$ cat config.mk
export PLATFORM = sky130hd
export DESIGN_NAME = jir_device_flat
export DESIGN_NICKNAME = d
export VERILOG_FILES = /design/src/common/jir_pkg.sv /design/src/common/jir_if.sv /design/src/verilog/jir_device.sv /design/src/flat_wrapper.sv
export SDC_FILE = /design/constraint.sdc
export NUM_CORES = 1
export LEC_CHECK = 0
export BUFFER_PORTS_ARGS = -buffer_cell sky130_fd_sc_hd__buf_4
export CAP_MARGIN = 20
export CORE_UTILIZATION = 29
export DETAILED_ROUTE_END_ITERATION = 16
export GPL_TIMING_DRIVEN = 0
export HOLD_SLACK_MARGIN = 0.06
export PLACE_DENSITY = 0.5
export SYNTH_ARGS = -nofsm -noshare
export SYNTH_HDL_FRONTEND = slang
export SYNTH_SLANG_ARGS = --single-unit
$ cat constraint.sdc
create_clock -name mclk -period 1.9 [get_ports mclk]
set_clock_uncertainty 0.15 [all_clocks]
set_input_delay 0.285 -clock mclk [delete_from_list [all_inputs] [get_ports mclk]]
set_output_delay 0.285 -clock mclk [all_outputs]
set_load 0.01 [all_outputs]
$ cat src/common/jir_pkg.sv
// Shared constants and types for the test port identification-select block.
package jir_pkg;

  localparam int IR_W = 4;
  localparam int DR_ID_W = 32;
  localparam int USER_W = 8;
  localparam int LEN_W = 6;

  localparam logic [IR_W-1:0] INSTR_IDCODE = 4'h1;
  localparam logic [IR_W-1:0] INSTR_USER = 4'h2;
  localparam logic [IR_W-1:0] INSTR_BYPASS = 4'hf;
  localparam logic [IR_W-1:0] IR_CAPTURE = 4'h1;

  // Arbitrary identification value; bit 0 is forced to one on capture anyway.
  localparam logic [DR_ID_W-1:0] ID_DEFAULT = 32'h1234_5679;

  localparam int CLK_PERIOD_NS = 25;
  localparam int TCK_PERIOD_NS = 200;
  localparam int TCK_HALF = TCK_PERIOD_NS / (2 * CLK_PERIOD_NS);

  // Mode sequences are sent least significant bit first.
  localparam logic [5:0] SEQ_RESET = 6'h1f;
  localparam logic [2:0] SEQ_RESET_N = 3'h6;
  localparam logic [5:0] SEQ_IR = 6'h03;
  localparam logic [2:0] SEQ_IR_N = 3'h4;
  localparam logic [5:0] SEQ_DR = 6'h01;
  localparam logic [2:0] SEQ_DR_N = 3'h3;
  localparam logic [5:0] SEQ_POST = 6'h01;
  localparam logic [2:0] SEQ_POST_N = 3'h2;

  typedef enum logic [3:0] {
    TAP_TLR, TAP_IDLE, TAP_SEL_DR, TAP_CAP_DR, TAP_SH_DR, TAP_EX1_DR, TAP_PAU_DR, TAP_EX2_DR, TAP_UPD_DR,
    TAP_SEL_IR, TAP_CAP_IR, TAP_SH_IR, TAP_EX1_IR, TAP_PAU_IR, TAP_EX2_IR, TAP_UPD_IR
  } jir_tap_t;

  typedef enum logic [1:0] {
    CMD_RESET, CMD_IR, CMD_DR
  } jir_cmd_t;

  typedef enum logic [1:0] {
    HP_IDLE, HP_PRE, HP_SHIFT, HP_POST
  } jir_phase_t;

endpackage

$ cat src/common/jir_if.sv
// Four-wire test port link between the host end and the device end.
`timescale 1ns/10ps
interface jir_if;
  logic tck;
  logic tms;
  logic tdi;
  logic tdo;
  logic tdo_oe;
  logic tdo_line;

  // The serial output floats while not shifting; the board pulls it high.
  assign tdo_line = tdo_oe ? tdo : 1'b1;

  modport dev (
    input tck,
    input tms,
    input tdi,
    output tdo,
    output tdo_oe
  );

  modport host (
    output tck,
    output tms,
    output tdi,
    input tdo_line
  );
endinterface

$ cat src/verilog/jir_device.sv
// Device end: test access port whose identification register masks serial input.
`timescale 1ns/10ps

module jir_device #(
  parameter logic [jir_pkg::DR_ID_W-1:0] ID_VALUE = jir_pkg::ID_DEFAULT,
  parameter int USER_W = jir_pkg::USER_W
) (
  input wire logic mclk,
  input wire logic rst_n,
  jir_if.dev link,
  output logic [USER_W-1:0] user_q,
  output logic user_upd,
  output logic [jir_pkg::IR_W-1:0] instr_q,
  output logic id_sel,
  output jir_pkg::jir_tap_t tap_q
);

  typedef struct packed {
    logic tck_m;
    logic tck_s;
    logic tck_d;
    logic tms_m;
    logic tms_s;
    logic tdi_m;
    logic tdi_s;
    jir_pkg::jir_tap_t tap;
    logic [jir_pkg::IR_W-1:0] ir_sh;
    logic [jir_pkg::IR_W-1:0] ir;
    logic [jir_pkg::DR_ID_W-1:0] dr_sh;
    logic tdo;
    logic tdo_oe;
    logic [USER_W-1:0] user;
    logic user_upd;
    logic id_sel;
  } jir_dev_st_t;

  jir_dev_st_t st_reg;
  jir_dev_st_t st_next;

  function automatic jir_pkg::jir_tap_t tap_step(input jir_pkg::jir_tap_t s, input logic m);
    jir_pkg::jir_tap_t t;
    t = s;
    unique case (s)
      jir_pkg::TAP_TLR: begin
        t = m ? jir_pkg::TAP_TLR : jir_pkg::TAP_IDLE;
      end
      jir_pkg::TAP_IDLE: begin
        t = m ? jir_pkg::TAP_SEL_DR : jir_pkg::TAP_IDLE;
      end
      jir_pkg::TAP_SEL_DR: begin
        t = m ? jir_pkg::TAP_SEL_IR : jir_pkg::TAP_CAP_DR;
      end
      jir_pkg::TAP_CAP_DR: begin
        t = m ? jir_pkg::TAP_EX1_DR : jir_pkg::TAP_SH_DR;
      end
      jir_pkg::TAP_SH_DR: begin
        t = m ? jir_pkg::TAP_EX1_DR : jir_pkg::TAP_SH_DR;
      end
      jir_pkg::TAP_EX1_DR: begin
        t = m ? jir_pkg::TAP_UPD_DR : jir_pkg::TAP_PAU_DR;
      end
      jir_pkg::TAP_PAU_DR: begin
        t = m ? jir_pkg::TAP_EX2_DR : jir_pkg::TAP_PAU_DR;
      end
      jir_pkg::TAP_EX2_DR: begin
        t = m ? jir_pkg::TAP_UPD_DR : jir_pkg::TAP_SH_DR;
      end
      jir_pkg::TAP_UPD_DR: begin
        t = m ? jir_pkg::TAP_SEL_DR : jir_pkg::TAP_IDLE;
      end
      jir_pkg::TAP_SEL_IR: begin
        t = m ? jir_pkg::TAP_TLR : jir_pkg::TAP_CAP_IR;
      end
      jir_pkg::TAP_CAP_IR: begin
        t = m ? jir_pkg::TAP_EX1_IR : jir_pkg::TAP_SH_IR;
      end
      jir_pkg::TAP_SH_IR: begin
        t = m ? jir_pkg::TAP_EX1_IR : jir_pkg::TAP_SH_IR;
      end
      jir_pkg::TAP_EX1_IR: begin
        t = m ? jir_pkg::TAP_UPD_IR : jir_pkg::TAP_PAU_IR;
      end
      jir_pkg::TAP_PAU_IR: begin
        t = m ? jir_pkg::TAP_EX2_IR : jir_pkg::TAP_PAU_IR;
      end
      jir_pkg::TAP_EX2_IR: begin
        t = m ? jir_pkg::TAP_UPD_IR : jir_pkg::TAP_SH_IR;
      end
      jir_pkg::TAP_UPD_IR: begin
        t = m ? jir_pkg::TAP_SEL_DR : jir_pkg::TAP_IDLE;
      end
    endcase
    return t;
  endfunction

  logic tck_rise;
  logic tck_fall;
  logic sel_id;
  logic sel_user;
  logic shift_in;

  always_comb begin
    tck_rise = st_reg.tck_s & ~st_reg.tck_d;
    tck_fall = ~st_reg.tck_s & st_reg.tck_d;
    sel_id = (st_reg.ir == jir_pkg::INSTR_IDCODE);
    sel_user = (st_reg.ir == jir_pkg::INSTR_USER);
    // The identification path ignores the serial input and feeds a constant one.
    shift_in = sel_id ? 1'b1 : st_reg.tdi_s;

    st_next = st_reg;
    st_next.tck_m = link.tck;
    st_next.tck_s = st_reg.tck_m;
    st_next.tck_d = st_reg.tck_s;
    st_next.tms_m = link.tms;
    st_next.tms_s = st_reg.tms_m;
    st_next.tdi_m = link.tdi;
    st_next.tdi_s = st_reg.tdi_m;
    st_next.user_upd = 1'b0;

    if (tck_rise) begin
      unique case (st_reg.tap)
        jir_pkg::TAP_CAP_DR: begin
          if (sel_id) begin
            st_next.dr_sh = {ID_VALUE[jir_pkg::DR_ID_W-1:1], 1'b1};
          end else if (sel_user) begin
            st_next.dr_sh = jir_pkg::DR_ID_W'(st_reg.user);
          end else begin
            st_next.dr_sh = '0;
          end
        end
        jir_pkg::TAP_SH_DR: begin
          if (sel_id) begin
            // Ones shifted here reach downstream parts and their update stage.
            st_next.dr_sh = {shift_in, st_reg.dr_sh[jir_pkg::DR_ID_W-1:1]};
          end else if (sel_user) begin
            st_next.dr_sh[USER_W-1:0] = {shift_in, st_reg.dr_sh[USER_W-1:1]};
          end else begin
            st_next.dr_sh[0] = shift_in;
          end
        end
        jir_pkg::TAP_UPD_DR: begin
          if (sel_user) begin
            st_next.user = st_reg.dr_sh[USER_W-1:0];
            st_next.user_upd = 1'b1;
          end
        end
        jir_pkg::TAP_CAP_IR: begin
          st_next.ir_sh = jir_pkg::IR_CAPTURE;
        end
        jir_pkg::TAP_SH_IR: begin
          st_next.ir_sh = {st_reg.tdi_s, st_reg.ir_sh[jir_pkg::IR_W-1:1]};
        end
        jir_pkg::TAP_UPD_IR: begin
          // Any code other than identification or user data selects bypass.
          st_next.ir = st_reg.ir_sh;
        end
        default: begin
        end
      endcase
      st_next.tap = tap_step(st_reg.tap, st_reg.tms_s);
      if (st_next.tap == jir_pkg::TAP_TLR) begin
        st_next.ir = jir_pkg::INSTR_IDCODE;
      end
    end

    // The serial output changes on the falling edge so the far end samples a settled bit.
    if (tck_fall) begin
      if (st_reg.tap == jir_pkg::TAP_SH_DR) begin
        st_next.tdo = st_reg.dr_sh[0];
        st_next.tdo_oe = 1'b1;
      end else if (st_reg.tap == jir_pkg::TAP_SH_IR) begin
        st_next.tdo = st_reg.ir_sh[0];
        st_next.tdo_oe = 1'b1;
      end else begin
        st_next.tdo_oe = 1'b0;
      end
    end

    st_next.id_sel = (st_next.ir == jir_pkg::INSTR_IDCODE);

    if (!rst_n) begin
      st_next = '0;
      st_next.tap = jir_pkg::TAP_TLR;
      st_next.ir = jir_pkg::INSTR_IDCODE;
      st_next.id_sel = 1'b1;
    end
  end

  always_ff @(posedge mclk) begin
    st_reg <= st_next;
  end

  assign link.tdo = st_reg.tdo;
  assign link.tdo_oe = st_reg.tdo_oe;
  assign user_q = st_reg.user;
  assign user_upd = st_reg.user_upd;
  assign instr_q = st_reg.ir;
  assign id_sel = st_reg.id_sel;
  assign tap_q = st_reg.tap;

endmodule // jir_device

$ cat src/flat_wrapper.sv
// flat-port wrapper written by rule: the top's interface ports become plain ports
module jir_device_flat 
#(
  parameter logic [jir_pkg::DR_ID_W-1:0] ID_VALUE = jir_pkg::ID_DEFAULT,
  parameter int USER_W = jir_pkg::USER_W
)
  (mclk, rst_n, user_q, user_upd, instr_q, id_sel, tap_q, link_tck, link_tms, link_tdi, link_tdo, link_tdo_oe);
  jir_if link_i ();
  input wire logic mclk;
  input wire logic rst_n;
  output logic [USER_W-1:0] user_q;
  output logic user_upd;
  output logic [jir_pkg::IR_W-1:0] instr_q;
  output logic id_sel;
  output jir_pkg::jir_tap_t tap_q;
  input wire logic [$bits(link_i.tck)-1:0] link_tck;
  input wire logic [$bits(link_i.tms)-1:0] link_tms;
  input wire logic [$bits(link_i.tdi)-1:0] link_tdi;
  output wire logic [$bits(link_i.tdo)-1:0] link_tdo;
  output wire logic [$bits(link_i.tdo_oe)-1:0] link_tdo_oe;
  assign link_i.tck = link_tck;
  assign link_i.tms = link_tms;
  assign link_i.tdi = link_tdi;
  assign link_tdo = link_i.tdo;
  assign link_tdo_oe = link_i.tdo_oe;
  jir_device #(.ID_VALUE(ID_VALUE), .USER_W(USER_W)) u_core (.mclk(mclk), .rst_n(rst_n), .link(link_i), .user_q(user_q), .user_upd(user_upd), .instr_q(instr_q), .id_sel(id_sel), .tap_q(tap_q));
endmodule
==> flow_summary.ini <==
[outcome]
status = complete, but fails checks
violations = negative setup slack

[critical_path]
r2r-start = u_core.tap_q[0]$_SDFFE_PN0P_
critPathLaunchType = flip-flop
critical_path.cell_chain = buf_6 -> or3b_4 -> a21o_4 -> or4_4 -> a21oi_2
crit_family = simple AND/OR/NAND/NOR gates
critical_path.max_fanout = 7
cpMaxStageDelayCell = or4_4
crit_required_ps = 2030
cp.arrival_ps = 2120
cpPeakStageDelay_ps = 520
critPathKind = flip-flop to flip-flop
critPathBufInv = 1
rr_worst_depth = 5
rrSetupSlack_ps = -90
cp-end-kind = flip-flop
rr_endpoint = u_core.st_reg[16]$_SDFFE_PN0P_

[floorplanning]
dieWidth_um = 102
die-area_mm2 = 0.0104
num_io_pins = 25
fp.dieH_um = 102
row_count = 36
core_area_mm2 = 0.00973
initial_core_util_pct = 29.7

[place]
dp_slack_ps = -547
place.port_buffers = 23
place.gp.congestion = 0.864
dpl.hpwl_um = 5050
postPlaceCellArea_mm2 = 0.00327

[logic_synthesis]
synth_flop_cell = dfxtp_1
synth_most_common_cell = dfxtp_1
synthArstFlopShare_pct = 0
syn-mean-instance-area_um2 = 8.53
synth-edff-count = 0
seq_area_frac_synth_pct = 43.6
syn_inst = 339
synth_area_mm2 = 0.00289
synth-seq-cells = 63
ys_warn_count = 0
synth_cell_types = 54
synth_nets = 344
synthTopCellsByCount = 63 x dfxtp_1, 34 x nand2_1, 28 x a21oi_1
yosys.area.top_type = dfxtp_1
synth_top_area_share_pct = 43.6
yosys-top-cells-area = dfxtp_1 44%, a21oi_1 4.8%, buf_4 4.4%

[run]
maxCapViolCount = 0

[drt]
firstDrtPassIters = 5
finalWirelength_um = 8050
drtAntennaViolNets = 0
drt_iter0_drc = 130
drc_errors = 0
wl_per_cell_um = 15.0
avgViaCountPerCell = 4.95
vias = 2652

[sta]
tightest_slew_ps = 654
post-route-period-util_pct = 105
fin_ws_ps = -94.9
finalMaxSlewViolations = 0
rsz0062_at_grt = true
setup_viol = 20
period_needed_ps = 1990
max_freq_mhz = 501
finalHoldViolCount = 0
worst_slew_margin_rel_pct = 56.4

[pwr]
p_per_area_mw_per_mm2 = 645
p_sw_mw = 0.581
p_leak_nw = 1.52
p_comb_share_pct = 4.1
clockPowerShare_pct = 43.6
p_sw_share_pct = 22.9
power_frac_seq_pct = 52.4
p_int_mw = 1.96
vdd_ir_drop_max_uv = 352

[global_route]
antenna_found_initial = 0
grt_start_max_net_pins = 11
grt.overflow.total = 0
grt_pass1_wl_um = 12700
first_global_vias = 2550
grt.total_usage_pct = 16.2

[cells_and_area]
largest_reg_flops = 43
nNetsFinal = 404
area_delta_synth_final_pct = 35.9
layout-drive-gt1-share_pct = 33.5
antenna_cells = 0
stdcell_area_mm2 = 0.00393

[clocking]
htreeDepth = 3
cts_buffers = 9
tritoncts = yes
cts_root_buf = clkbuf_8
clockBufferDepth = 2
clk_latency_ps = 340
clock-sinks = 63
path_clk_slew_ps = 70

[worst_hold_path]
min_path_cells = 3
min_to = u_core.st_reg[48]$_SDFFE_PN0P_
holdCritStartpoint = rst_n
min_path_type = input port to flip-flop
kinds of logic after synthesis:
logic type | after synthesis | share of synthesized area (%)
buffers and inverters | 53 | 9.30
and+or+nand+nor | 113 | 21.1
muxes | 10 | 3.46
AOI/OAI and AO/OA | 99 | 22.2
DFF | 63 | 43.6
xor gates and xnor gates | 1 | 0.303
what timing repair did:
action	in CTS	in global routing
buffers inserted	21	2
setup endpoints to repair	52	45
endpoints found under the hold margin	3	0
pin swaps	21	25
cloned	0	2
gates resized for setup	37	46
hold buffers	3	0
worst min-delay path: cells and delay by family:
family | cells | cell delay, ps
buf+inv | 2 | 370
compound gates | 1 | 60
worst max-delay path by stage:
stage | cells after the start | from | to
2_1_floorplan | 4 | u_core.instr_q[2]$_SDFF_PN0_ | u_core.user_q[6]$_SDFFE_PN0P_
3_3_place_gp | 4 | u_core.instr_q[2]$_SDFF_PN0_ | u_core.user_q[2]$_SDFFE_PN0P_
3_5_place_dp | 4 | u_core.instr_q[2]$_SDFF_PN0_ | u_core.user_q[6]$_SDFFE_PN0P_
4_1_cts | 5 | u_core.tap_q[0]$_SDFFE_PN0P_ | u_core.st_reg[16]$_SDFFE_PN0P_
5_1_grt | 5 | u_core.tap_q[0]$_SDFFE_PN0P_ | u_core.st_reg[16]$_SDFFE_PN0P_
6_report | 5 | u_core.tap_q[0]$_SDFFE_PN0P_ | u_core.st_reg[16]$_SDFFE_PN0P_
cell type report:
cell class / count / area, um2
Timing Repair Buffer: 51 / 427
Multi-Input combinational cell: 223 / 1540
Inverter: 10 / 37.5
Clock inverter: 4 / 47.5
Fill cell: 987 / 5800
Buffer: 41 / 295
Clock buffer: 11 / 131
Sequential cell: 63 / 1280
Tap cell: 133 / 166
metrics by stage:
step	std cells	hold WS [ps]	util [%]	TNS [ps]	power [mW]
CTS	533	262	38.7	-963	2.57
global route	536	276	40.4	-1840	2.63
detailed placement	495	278	33.6	-16000	1.45
finish	536	268	40.4	-922	2.54
floorplan	339	262	-	-134	1.42
global placement	495	273	33.6	-15340	1.45
metal layers:
| metal | global-route usage (%) | part of all wire (%) |
|---|---|---|
| met1 | 20.6 | 48 |
| met2 | 25.4 | 46 |
| met3 | 4.04 | 3.7 |
| met4 | 8.68 | 2.0 |
| met5 | 0 | 0 |
power by group through the flow:
stage	Combinational, mW	Sequential, mW	Clock, mW
2_1_floorplan	0.0565	1.36	0
3_3_place_gp	0.0851	1.36	0
3_5_place_dp	0.0854	1.36	0
4_1_cts	0.0992	1.33	1.14
5_1_grt	0.111	1.33	1.19
6_report	0.103	1.33	1.11
placed cells by master (no fill, tap or decap), types with 10 or more instances in the layout:
master / n
a21oi_1: 23
buf_4: 60
buf_6: 11
clkbuf_1: 14
dfxtp_1: 55
mux2i_1: 10
nand2_1: 30
nand3_1: 13
nor2_1: 23
o21ai_0: 18
Note: power is estimated with default switching activity, not from simulation.
